### src/verilog/fds_pkg.sv
// Purpose: shared constants and types of the flash driver supervision block
// Assumes: 32-bit classic wishbone register access, word aligned
// Notes: analog comparator decisions arrive as digital levels
package fds_pkg;
  localparam logic [7:0] ADDR_CTRL = 8'h00;
  localparam logic [7:0] ADDR_STATUS = 8'h04;
  localparam logic [1:0] MODE_OFF = 2'h0;
  localparam logic [1:0] MODE_TORCH = 2'h1;
  localparam logic [1:0] MODE_FLASH = 2'h2;
  localparam logic [1:0] MODE_VOLT = 2'h3;
  localparam logic [3:0] INDICATOR_LEVEL_OFF = 4'h0;
  localparam logic [1:0] TJ_HOT = 2'h3;
  localparam logic [1:0] TJ_COOL = 2'h0;
  // control register field positions
  localparam int CTRL_MODE_LSB = 0;
  localparam int CTRL_VME = 2;
  localparam int CTRL_THERMISTOR_SENSE_ENABLE = 3;
  localparam int CTRL_PGTYPE = 4;
  localparam int CTRL_HC = 5;
  localparam int CTRL_LED_LSB = 6;
  localparam int CTRL_INDICATOR_LEVEL_LSB = 9;
  // status register field positions
  localparam int ST_PG = 0;
  localparam int ST_WARN = 1;
  localparam int ST_HOT = 2;
  localparam int ST_TJ_LSB = 3;
  localparam int ST_SHDN = 5;
  localparam int ST_TSD = 6;
  localparam int ST_UVLO = 7;
  localparam logic [2:0] LED_RESET = 3'h7;
  localparam logic [31:0] DATA_ZERO = 32'h0000_0000;

  typedef struct packed {
    logic [1:0] mode;
    logic vme;
    logic thermistor_sense_enable;
    logic pg_type;
    logic hc;
    logic [2:0] leds;
    logic [3:0] indicator_level;
  } fds_ctrl_s;

  typedef struct packed {
    logic in_window;
    logic recycling;
    logic ts_warn;
    logic ts_hot;
    logic [1:0] tj_level;
    logic tj_over;
    logic tj_cool;
    logic vbat_ok;
  } fds_sense_s;

  typedef struct packed {
    logic [2:0] led_sink_en;
    logic flash_current;
    logic ilim_reduced;
    logic safety_timer_en;
    logic switch_en;
    logic rectifier_en;
    logic precharge_bias;
    logic load_disconnect;
    logic discharge;
    logic balance_en;
    logic ts_bias_en;
  } fds_power_s;

  typedef struct packed {
    logic [1:0] hwd_sync;
    logic [1:0] torch_sync;
    logic [1:0] blank_sync;
    fds_ctrl_s ctrl;
    logic pg;
    logic warn;
    logic overheat;
    logic [1:0] tj_sticky;
    logic [1:0] tj_live;
    logic tsd;
    logic shdn;
    logic uvlo;
    logic pg_out;
    logic pg_oe;
    fds_power_s pwr;
    logic ack;
    logic [31:0] dat;
  } fds_state_s;
endpackage

### src/verilog/fds_supervisor.sv
// Purpose: supervisory control of a boost LED flash driver
// Assumes: inputs synchronous to clk_i, comparator levels already settled
// Notes: pins hw disable, torch and blank go through two-flop synchronisers
//
// The implementer's own choices: the register addresses and the Wishbone interface to the registers.
`timescale 1ns/1ps

// Overview of operation
// - power-good monitor active only in voltage regulation
// - shutdown pin: pulled low or open drain
// - push-pull follows flag; open-drain low when good
// - power good only inside output window
// - power good low when regulation suspended
// - power good low while recycling energy
// - thermistor sensing by mode, thermistor_sense_enable, shutdown
// - warn flag below warning threshold, runs on
// - LED overheat latches, clears mode, sets level
// - report junction level except full shutdown
// - hardware disable resets registers, enters shutdown
// - hardware torch never runs safety timer
// - torch pin gated by mode and indicator
// - blank drops flash to torch current unless hc is set
// - high current: blank lowers input limit
// - undervoltage blocks both power switches
// - shutdown only with vme and torch off
// - direct-drive shutdown: off, disconnect, discharge
// - high-current shutdown: bias output, balance on
// - overtemperature stops stage, sticky level bits
// - cool-down resumes voltage mode only
module fds_supervisor (
  input wire logic clk_i,
  input wire logic rst_i,
  input wire logic wb_cyc_i,
  input wire logic wb_stb_i,
  input wire logic wb_we_i,
  input wire logic [7:0] wb_adr_i,
  input wire logic [3:0] wb_sel_i,
  input wire logic [31:0] wb_dat_i,
  output logic [31:0] wb_dat_o,
  output logic wb_ack_o,
  input wire logic hardware_disable_n_i,
  input wire logic torch_hw_enable_i,
  input wire logic flash_blank_input_i,
  input wire fds_pkg::fds_sense_s sense_i,
  output logic power_good_pin_o,
  output logic power_good_pin_oe_o,
  output fds_pkg::fds_power_s power_o,
  output logic shutdown_o
);
  fds_pkg::fds_state_s st_q;
  fds_pkg::fds_state_s st_d;

  function automatic logic [31:0] ctrl_word(input fds_pkg::fds_ctrl_s c);
    logic [31:0] w;
    w = fds_pkg::DATA_ZERO;
    w[fds_pkg::CTRL_MODE_LSB +: 2] = c.mode;
    w[fds_pkg::CTRL_VME] = c.vme;
    w[fds_pkg::CTRL_THERMISTOR_SENSE_ENABLE] = c.thermistor_sense_enable;
    w[fds_pkg::CTRL_PGTYPE] = c.pg_type;
    w[fds_pkg::CTRL_HC] = c.hc;
    w[fds_pkg::CTRL_LED_LSB +: 3] = c.leds;
    w[fds_pkg::CTRL_INDICATOR_LEVEL_LSB +: 4] = c.indicator_level;
    return w;
  endfunction

  function automatic fds_pkg::fds_ctrl_s ctrl_reset();
    fds_pkg::fds_ctrl_s c;
    c = '0;
    c.leds = fds_pkg::LED_RESET;
    return c;
  endfunction

  logic hwd_n;
  logic torch_pin;
  logic blank;
  logic vm_active;
  logic cm_mode;
  logic torch_ok;
  logic shdn;
  logic regulating;
  logic ts_active;
  logic tsd_next;
  logic led_hot;
  logic req;
  logic wr;
  logic rd_status;
  logic [31:0] wmask;
  logic [31:0] cword;
  logic [31:0] sword;
  fds_pkg::fds_ctrl_s c;

  always_comb begin
    st_d = st_q;
    c = st_q.ctrl;
    wmask = {{8{wb_sel_i[3]}}, {8{wb_sel_i[2]}}, {8{wb_sel_i[1]}}, {8{wb_sel_i[0]}}};
    cword = fds_pkg::DATA_ZERO;
    sword = fds_pkg::DATA_ZERO;

    // synchronisers: only the second stage feeds any decision
    st_d.hwd_sync = {st_q.hwd_sync[0], hardware_disable_n_i};
    st_d.torch_sync = {st_q.torch_sync[0], torch_hw_enable_i};
    st_d.blank_sync = {st_q.blank_sync[0], flash_blank_input_i};
    hwd_n = st_q.hwd_sync[1];
    torch_pin = st_q.torch_sync[1];
    blank = st_q.blank_sync[1];

    vm_active = (c.mode == fds_pkg::MODE_VOLT) || c.vme;
    cm_mode = (c.mode == fds_pkg::MODE_TORCH) || (c.mode == fds_pkg::MODE_FLASH);
    torch_ok = torch_pin && ((c.mode == fds_pkg::MODE_OFF) || vm_active)
               && (c.indicator_level == fds_pkg::INDICATOR_LEVEL_OFF);
    // mode 00 alone is not shutdown while vme or the torch pin hold it up
    shdn = (c.mode == fds_pkg::MODE_OFF) && !c.vme && !torch_pin;
    regulating = cm_mode || torch_ok;
    if (regulating) begin
      ts_active = 1'b1;
    end else if (c.mode == fds_pkg::MODE_VOLT) begin
      ts_active = c.thermistor_sense_enable;
    end else begin
      ts_active = 1'b0;
    end
    if (shdn) begin
      ts_active = 1'b0;
    end

    // thermal shutdown latches at the hot trip and releases below the cool trip
    if (sense_i.tj_over) begin
      tsd_next = 1'b1;
    end else if (sense_i.tj_cool) begin
      tsd_next = 1'b0;
    end else begin
      tsd_next = st_q.tsd;
    end
    st_d.tsd = tsd_next;
    led_hot = regulating && ts_active && sense_i.ts_hot;

    // bus: one-cycle ack, never back to back on the same request
    req = wb_cyc_i && wb_stb_i && !st_q.ack;
    wr = req && wb_we_i;
    rd_status = req && !wb_we_i && (wb_adr_i == fds_pkg::ADDR_STATUS);
    st_d.ack = req;

    cword = ctrl_word(c);
    sword[fds_pkg::ST_PG] = st_q.pg;
    sword[fds_pkg::ST_WARN] = st_q.warn;
    sword[fds_pkg::ST_HOT] = st_q.overheat;
    sword[fds_pkg::ST_TJ_LSB +: 2] = st_q.tj_live | st_q.tj_sticky;
    sword[fds_pkg::ST_SHDN] = st_q.shdn;
    sword[fds_pkg::ST_TSD] = st_q.tsd;
    sword[fds_pkg::ST_UVLO] = st_q.uvlo;
    if (req && !wb_we_i) begin
      case (wb_adr_i)
        fds_pkg::ADDR_CTRL: st_d.dat = cword;
        fds_pkg::ADDR_STATUS: st_d.dat = sword;
        default: st_d.dat = fds_pkg::DATA_ZERO;
      endcase
    end
    if (wr && (wb_adr_i == fds_pkg::ADDR_CTRL)) begin
      cword = (cword & ~wmask) | (wb_dat_i & wmask);
      c.mode = cword[fds_pkg::CTRL_MODE_LSB +: 2];
      c.vme = cword[fds_pkg::CTRL_VME];
      c.thermistor_sense_enable = cword[fds_pkg::CTRL_THERMISTOR_SENSE_ENABLE];
      c.pg_type = cword[fds_pkg::CTRL_PGTYPE];
      c.hc = cword[fds_pkg::CTRL_HC];
      c.leds = cword[fds_pkg::CTRL_LED_LSB +: 3];
      c.indicator_level = cword[fds_pkg::CTRL_INDICATOR_LEVEL_LSB +: 4];
    end

    // current regulation is suspended by LED overheat or thermal trip
    if (led_hot || (tsd_next && cm_mode)) begin
      c.mode = fds_pkg::MODE_OFF;
    end
    st_d.ctrl = c;

    // sticky level: read clears it, a new event in the same cycle wins
    if (rd_status) begin
      st_d.tj_sticky = fds_pkg::TJ_COOL;
      st_d.overheat = 1'b0;
    end
    if (led_hot || sense_i.tj_over) begin
      st_d.tj_sticky = fds_pkg::TJ_HOT;
    end
    if (led_hot) begin
      st_d.overheat = 1'b1;
    end
    st_d.tj_live = shdn ? fds_pkg::TJ_COOL : sense_i.tj_level;
    st_d.warn = ts_active && sense_i.ts_warn;
    st_d.uvlo = !sense_i.vbat_ok;
    st_d.shdn = shdn;

    // power good: window only, with voltage regulation up and not recycling
    st_d.pg = vm_active && !tsd_next && sense_i.in_window
              && !sense_i.recycling;
    if (shdn) begin
      st_d.pg_out = 1'b0;
      st_d.pg_oe = !c.pg_type;
    end else if (!c.pg_type) begin
      st_d.pg_out = st_d.pg;
      st_d.pg_oe = 1'b1;
    end else begin
      st_d.pg_out = 1'b0;
      st_d.pg_oe = st_d.pg;
    end

    // power stage
    st_d.pwr.switch_en = !shdn && !tsd_next && sense_i.vbat_ok;
    st_d.pwr.rectifier_en = st_d.pwr.switch_en;
    st_d.pwr.led_sink_en = (regulating && !tsd_next && !led_hot) ? c.leds : 3'h0;
    st_d.pwr.flash_current = (c.mode == fds_pkg::MODE_FLASH) && !(blank && !c.hc);
    st_d.pwr.ilim_reduced = c.hc && blank;
    // timer keyed on the software mode, thermal trip and LED overheat, not the pins, so blanking leaves it running
    st_d.pwr.safety_timer_en = cm_mode && !tsd_next && !led_hot;
    st_d.pwr.precharge_bias = shdn && c.hc;
    st_d.pwr.load_disconnect = shdn && !c.hc;
    st_d.pwr.discharge = shdn && !c.hc;
    st_d.pwr.balance_en = c.hc;
    st_d.pwr.ts_bias_en = ts_active;

    // hardware disable: registers to defaults, straight into shutdown
    if (!hwd_n) begin
      st_d.ctrl = ctrl_reset();
      st_d.overheat = 1'b0;
      st_d.tj_sticky = fds_pkg::TJ_COOL;
      st_d.tj_live = fds_pkg::TJ_COOL;
      st_d.warn = 1'b0;
      st_d.pg = 1'b0;
      st_d.shdn = 1'b1;
      st_d.pg_out = 1'b0;
      st_d.pg_oe = 1'b1;
      st_d.pwr = '0;
      st_d.pwr.load_disconnect = 1'b1;
      st_d.pwr.discharge = 1'b1;
    end
  end

  always_ff @(posedge clk_i) begin
    if (rst_i) begin
      st_q <= '0;
      st_q.ctrl.leds <= fds_pkg::LED_RESET;
      st_q.hwd_sync <= 2'h3;
      st_q.shdn <= 1'b1;
      st_q.pg_oe <= 1'b1;
      st_q.pwr.load_disconnect <= 1'b1;
      st_q.pwr.discharge <= 1'b1;
    end else begin
      st_q <= st_d;
    end
  end

  assign wb_dat_o = st_q.dat;
  assign wb_ack_o = st_q.ack;
  assign power_good_pin_o = st_q.pg_out;
  assign power_good_pin_oe_o = st_q.pg_oe;
  assign power_o = st_q.pwr;
  assign shutdown_o = st_q.shdn;
endmodule

### config.mk
export PLATFORM = sky130hd
export DESIGN_NAME = fds_supervisor
export DESIGN_NICKNAME = d
export VERILOG_FILES = /design/src/verilog/fds_pkg.sv /design/src/verilog/fds_supervisor.sv
export SDC_FILE = /design/constraint.sdc
export NUM_CORES = 1
export LEC_CHECK = 0
export BUFFER_PORTS_ARGS = -buffer_cell sky130_fd_sc_hd__buf_4
export CORE_MARGIN = 8
export CORE_UTILIZATION = 46
export DETAILED_ROUTE_END_ITERATION = 7
export PLACE_DENSITY = 0.87
export SYNTH_ARGS = -nofsm -noshare
export SYNTH_HDL_FRONTEND = slang
export SYNTH_SLANG_ARGS = --single-unit
### constraint.sdc
create_clock -name clk_i -period 2.2 [get_ports clk_i]
set_input_delay 0.33 -clock clk_i [delete_from_list [all_inputs] [get_ports clk_i]]
set_output_delay 0.33 -clock clk_i [all_outputs]
set_load 0.05 [all_outputs]
==> impl_metrics.yaml, run 1 <==
floorplan:
  dieArea_sq_mm: 0.00754
  core.rowCount: 25
  die_x_um: 86.9
  dieHeight_um: 86.9
  core_sq_mm: 0.00479
  start_util: 0.483
  ios: 110
synthesis:
  synth_seq_cells: 54
  synth_cell_types: 39
  postSynth.asyncResetShare: 0
  ys_seq_area_frac: 0.468
  synth_edf_count: 0
  yosys_warnings: 0
  synth_top_flop_cell: "dfxtp_1"
  syn_area_sq_mm: 0.00231
  syn_avg_cell_area_sq_um: 9.54
  synth_cells: 242
pwr:
  power.density_mw_per_mm2: 658
  vdd_drop_max_v: 0.000364
  p_leak_nw: 1.28
  fin_total_pwr_mw: 1.80
final_layout:
  drive_gt1_frac: 0.310
  area.sequential_sq_mm: 0.00108
  diodes: 0
  num-nets-final: 349
  fillers: 435
  finalNonFillerCells: 354
  area_delta_synth_final_pct: 18.5
  multi_input_area_sq_um: 893
sta:
  slew_headroom: 0.587
  fmax_mhz: 530
  rsz0062_at_grt: "false"
  finalHoldViolations: 0
  fin_skew_ns: 0.00515
  worst_slew_pin_slew_ns: 0.614
  fin_crit_sh: 0.858
  slew_viol_final: 0
  setup_viol: 0
  min_period_ns: 1.89
  tns_ns: 0
worst_setup_path:
  crit_chain: "nor4_1, a311oi_1, a221oi_1, nor2_1"
  critPathBufInv: 0
  path_max_fanout: 3
  cp.arrival_ns: 2.06
  cp_slowest_cell: "nor4_1"
  cp-start-kind: "register"
  cp-end-kind: "register"
  required_ns: 2.37
  r2r_slack_ns: 0.31
  cp_slowest_stage_delay_ns: 0.57
  setup.worst_path.class: "register to register"
  cp_top_family: "compound AO/OA/AOI/OAI gates"
clock_tree:
  cts_buffers: 5
  clk_pin_slew_ns: 0.09
  cts_root_buf: "clkbuf_8"
  clk_latency_ns: 0.31
  cts-resized-gates: 0
  clk_path_buf_depth: 2
  postCtsHoldBufs: 0
  post_cts_buffers: 0
  cts_tree: "done"
  clock-sinks: 54
  htree_num_levels: 2
routing:
  wire_per_inst_um: 15.1
  met1Wirelength_mm: 2.10
  wl_met3_um: 429
  drtIter0Drc: 54
  via_per_inst: 4.83
  route.detailed.drc: 0
  firstDrtPassIters: 2
  routed_wl_mm: 5.35
  wl_met2_mm: 2.67
  via_count: 1709
  topRoutingLayerUsed: "met4"
  postRouteAntennaNets: 0
global_route:
  antenna_found_initial: 0
  grt_pass1_vias: 1839
  grt_pass1_wl_mm: 8.40
  grt_max_degree: 25
  grt_usage: 0.142
  overflow: 0
placement:
  place_inst: 346
  dp_hpwl_mm: 4.20
  place.gp.congestion: 0.770
  io_buffers: 69
hold_path:
  worstHoldPathType: "primary input to register"
outcome:
  status: "complete, no violations"
flow_run:
  cap_violations: 0
==> cell usage in the layout, fill, tap and decap left out, types with 2 or more instances in the layout <==
| cell | n |
|---|---|
| nor2b_1 | 7 |
| nor2_1 | 24 |
| a22oi_1 | 11 |
| nand2b_1 | 3 |
| nand4_1 | 2 |
| mux2i_1 | 14 |
| clkbuf_8 | 7 |
| or2_2 | 3 |
| or3_1 | 2 |
| a31oi_1 | 4 |
| nor4_4 | 2 |
| ha_1 | 2 |
| a21oi_1 | 8 |
| and3_1 | 4 |
| and2_1 | 3 |
| nor3_1 | 3 |
| o21ai_1 | 2 |
| nor4_1 | 3 |
| nand2_1 | 16 |
| conb_1 | 19 |
| inv_1 | 5 |
| buf_4 | 74 |
| dfxtp_1 | 54 |
==> power by group <==
part,total (mW),internal (mW),switching [mW]
sequential,0.994,0.989,0.00536
clock,0.601,0.289,0.313
combinational,0.205,0.0683,0.137
total,1.80,1.35,0.455
==> stage by stage <==
step | setup slack (ns) | hold slack [ns] | instance area (sq um) | util
after detailed placement | 0.200 | 0.422 | 2630 | 0.550
after global routing | 0.242 | 0.169 | 2740 | 0.572
final | 0.313 | 0.170 | 2740 | 0.572
after floorplan | 0.397 | 0.389 | 2380 | -
after global placement | 0.232 | 0.395 | 2630 | 0.550
after CTS | 0.402 | 0.152 | 2740 | 0.572
==> Yosys cell counts (2+ instances only) <==
cell type / number / area [sq um]
dfxtp_1: 54 / 1080
buf_4: 45 / 338
nor2_1: 24 / 90.1
nand2_1: 16 / 60.1
mux2i_1: 14 / 140
a22oi_1: 11 / 82.6
a21oi_1: 8 / 40.0
clkbuf_1: 8 / 30.0
nor2b_1: 7 / 43.8
inv_1: 5 / 18.8
a31oi_1: 4 / 25.0
and3_1: 4 / 25.0
and2_1: 3 / 18.8
nand2b_1: 3 / 18.8
nor3_1: 3 / 15.0
nor4_1: 3 / 18.8
or2_2: 3 / 18.8
ha_1: 2 / 25.0
nand4_1: 2 / 12.5
nor4_4: 2 / 42.5
o21ai_1: 2 / 10.0
or3_1: 2 / 12.5
==> cells by family (layout without fill, tap and decap cells) <==
| kind of cell | after synthesis | count (layout) | share of synthesized area |
|---|---|---|---|
| adder cells (fa/ha/maj) | 2 | 2 | 0.0108 |
| AND/OR/NAND/NOR | 80 | 80 | 0.196 |
| multiplexers | 14 | 14 | 0.0607 |
| other | 1 | 19 | 0.00162 |
| flip-flops | 54 | 54 | 0.468 |
| AO/OA/AOI/OAI | 31 | 31 | 0.0883 |
| buffers and inverters | 60 | 87 | 0.174 |
==> final timing paths <==
check / startpoint / end / cells after the start
setup / recovery: register / st_q[70]$_SDFF_PP0_ / 4
setup reg to reg: register / st_q[70]$_SDFF_PP0_ / 4
hold / removal: sense_i[0] / st_q[48]$_SDFF_PP0_ / 2
hold reg to reg: st_d[76]$_SDFF_PP1_ / hwd_n$_SDFF_PP1_ / 1
==> area by class of cell <==
cell class / instances / area share
clock buffers: 7 / 0.0352
clock inverters: 1 / 0.00320
inverters: 5 / 0.00686
multi-input cells: 146 / 0.326
flip-flops and latches: 54 / 0.395
well taps: 67 / 0.0306
repair buffers: 74 / 0.203
==> per-layer routing <==
| layer | up-vias | global-route usage |
|---|---|---|
| met5 | - | 0 |
| met4 | 0 | 0.0767 |
| met3 | 13 | 0.0528 |
| met2 | 59 | 0.251 |
| met1 | 794 | 0.142 |
| li1 | 843 | - |
Note: power is estimated with default switching activity, not from simulation.
==> inputs of run 2 (changes only) <==
CORE_UTILIZATION = 49   (was 46)
PLACE_DENSITY = 0.92   (was 0.87)
clock period = 2.45 ns   (was 2.2 ns; I/O delays follow)
==> impl_metrics.yaml, run 2 (synthesis results as in run 1) <==
routing:
  via_count: 1679
  postRouteAntennaNets: 0
  route.detailed.drc: 0
  routed_wl_mm: 5.10
  wire_per_inst_um: 15.0
  via_per_inst: 4.92
  drtIter0Drc: 161
  firstDrtPassIters: 4
floorplan:
  start_util: 0.499
  die_x_um: 84.7
  ios: 110
  core.rowCount: 25
  dieHeight_um: 84.7
  dieArea_sq_mm: 0.00717
  core_sq_mm: 0.00463
pwr:
  p_leak_nw: 1.28
  fin_total_pwr_mw: 1.65
  vdd_drop_max_v: 0.000323
  power.density_mw_per_mm2: 607
final_layout:
  final_cell_mix: "buf_4 (74), dfxtp_1 (54), nor2_1 (24), conb_1 (19), nand2_1 (16)"
  final_common_cell: "buf_4"
  utilization: 0.588
  diodes: 0
  fillers: 416
  num-nets-final: 349
  area_delta_synth_final_pct: 17.9
  drive_gt1_frac: 0.303
global_route:
  grt_usage: 0.145
  overflow: 0
  grt_pass1_wl_mm: 8.11
  grt_pass1_vias: 1740
  grt_max_degree: 25
  antenna_found_initial: 0
clock_tree:
  clk_pin_slew_ns: 0.09
  postCtsHoldBufs: 0
  cts_tree: "done"
  cts_root_buf: "clkbuf_8"
  clock-sinks: 54
  cts_buffers: 5
  clk_path_buf_depth: 2
  post_cts_buffers: 0
  cts-resized-gates: 0
  htree_num_levels: 2
  clk_latency_ns: 0.31
sta:
  fin_skew_ns: 0.00705
  finalHoldViolations: 0
  fmax_mhz: 534
  fin_crit_sh: 0.765
  slew_headroom: 0.613
  tns_ns: 0
  slew_viol_final: 0
  min_period_ns: 1.87
  setup_viol: 0
  worst_slew_pin_slew_ns: 0.576
  rsz0062_at_grt: "false"
worst_setup_path:
  setup.worst_path.class: "register to register"
  required_ns: 2.67
  critPathBufInv: 1
  cp-start-kind: "register"
  cp_slowest_cell: "dfxtp_1"
  cp-end-kind: "register"
  reg2reg_to: "power_o[9]$_SDFF_PP0_"
  cp_num_cells: 6
  r2r-start: "st_q[70]$_SDFF_PP0_"
  cp.arrival_ns: 2.10
  cp_top_family: "compound AO/OA/AOI/OAI gates"
  reg2reg_depth: 6
  endpoint: "power_o[9]$_SDFF_PP0_"
  cp_slowest_stage_delay_ns: 0.40
  r2r_slack_ns: 0.58
  path_max_fanout: 4
  cp-startpoint: "st_q[70]$_SDFF_PP0_"
  crit_chain: "inv_1, ha_1, or3_1, a311oi_1, a221oi_1, a211oi_1"
placement:
  io_buffers: 69
  place.gp.congestion: 0.769
  dp_hpwl_mm: 4.05
flow_run:
  cap_violations: 0
outcome:
  status: "complete, no violations"
hold_path:
  worstHoldPathType: "primary input to register"
run 2: cell count changes in the layout (fill, tap and decap cells not counted):
cell / before / now
bufinv_16: 0 / 1
clkbuf_8: 7 / 5
clkinv_4: 1 / 0
clkbuf_1: 0 / 2
run 2: worst min-delay path by stage:
| stage | end | cells past startpoint | start | slack (ns) |
|---|---|---|---|---|
| 2_1_floorplan | hwd_n$_SDFF_PP1_ | 1 | st_d[76]$_SDFF_PP1_ | 0.39 |
| 3_3_place_gp | hwd_n$_SDFF_PP1_ | 1 | st_d[76]$_SDFF_PP1_ | 0.39 |
| 3_5_place_dp | hwd_n$_SDFF_PP1_ | 1 | st_d[76]$_SDFF_PP1_ | 0.41 |
| 4_1_cts | st_q[48]$_SDFF_PP0_ | 2 | sense_i[0] | 0.20 |
| 5_1_grt | st_q[48]$_SDFF_PP0_ | 2 | sense_i[0] | 0.19 |
| 6_report | st_q[48]$_SDFF_PP0_ | 2 | sense_i[0] | 0.20 |
run 2: per-layer routing:
layer | global-route usage | part of all wire
met1 | 0.144 | 0.39
met2 | 0.251 | 0.50
met3 | 0.0751 | 0.095
met4 | 0.0583 | 0.014
met5 | 0 | 0
run 2: through the flow:
step                hold slack [ns]  worst slack [ns]  instance area [sq um]  cells
global placement              0.392             0.426                   2620    333
global route                  0.185             0.478                   2720    341
floorplan                     0.389             0.647                   2380    260
finish                        0.205             0.577                   2720    341
detailed placement            0.409             0.417                   2620    333
CTS                           0.196             0.594                   2720    341
run 2: layout make-up:
type                    count  area (sq um)  area share
clock buffers               7          76.3      0.0280
clock inverters             1          30.0      0.0110
inverters                   5          18.8     0.00689
multi-input cells         146           893       0.328
flip-flops and latches     54          1080       0.397
well taps                  54          67.6      0.0248
repair buffers             74           556       0.204
run 2: worst reg2reg max path: cells and delay by family (launching register included):
family | cells | cell delay [ns]
compound gates | 3 | 0.76
fa+ha+maj | 1 | 0.18
buf+inv | 1 | 0.08
flops | 1 | 0.40
simple gates | 1 | 0.37
run 2: power breakdown:
part / leakage (nW) / internal, mW / switching (mW) / total (mW)
logic: 0.786 / 0.0612 / 0.122 / 0.183
registers: 0.438 / 0.888 / 0.00479 / 0.893
clock network: 0.0524 / 0.306 / 0.271 / 0.576
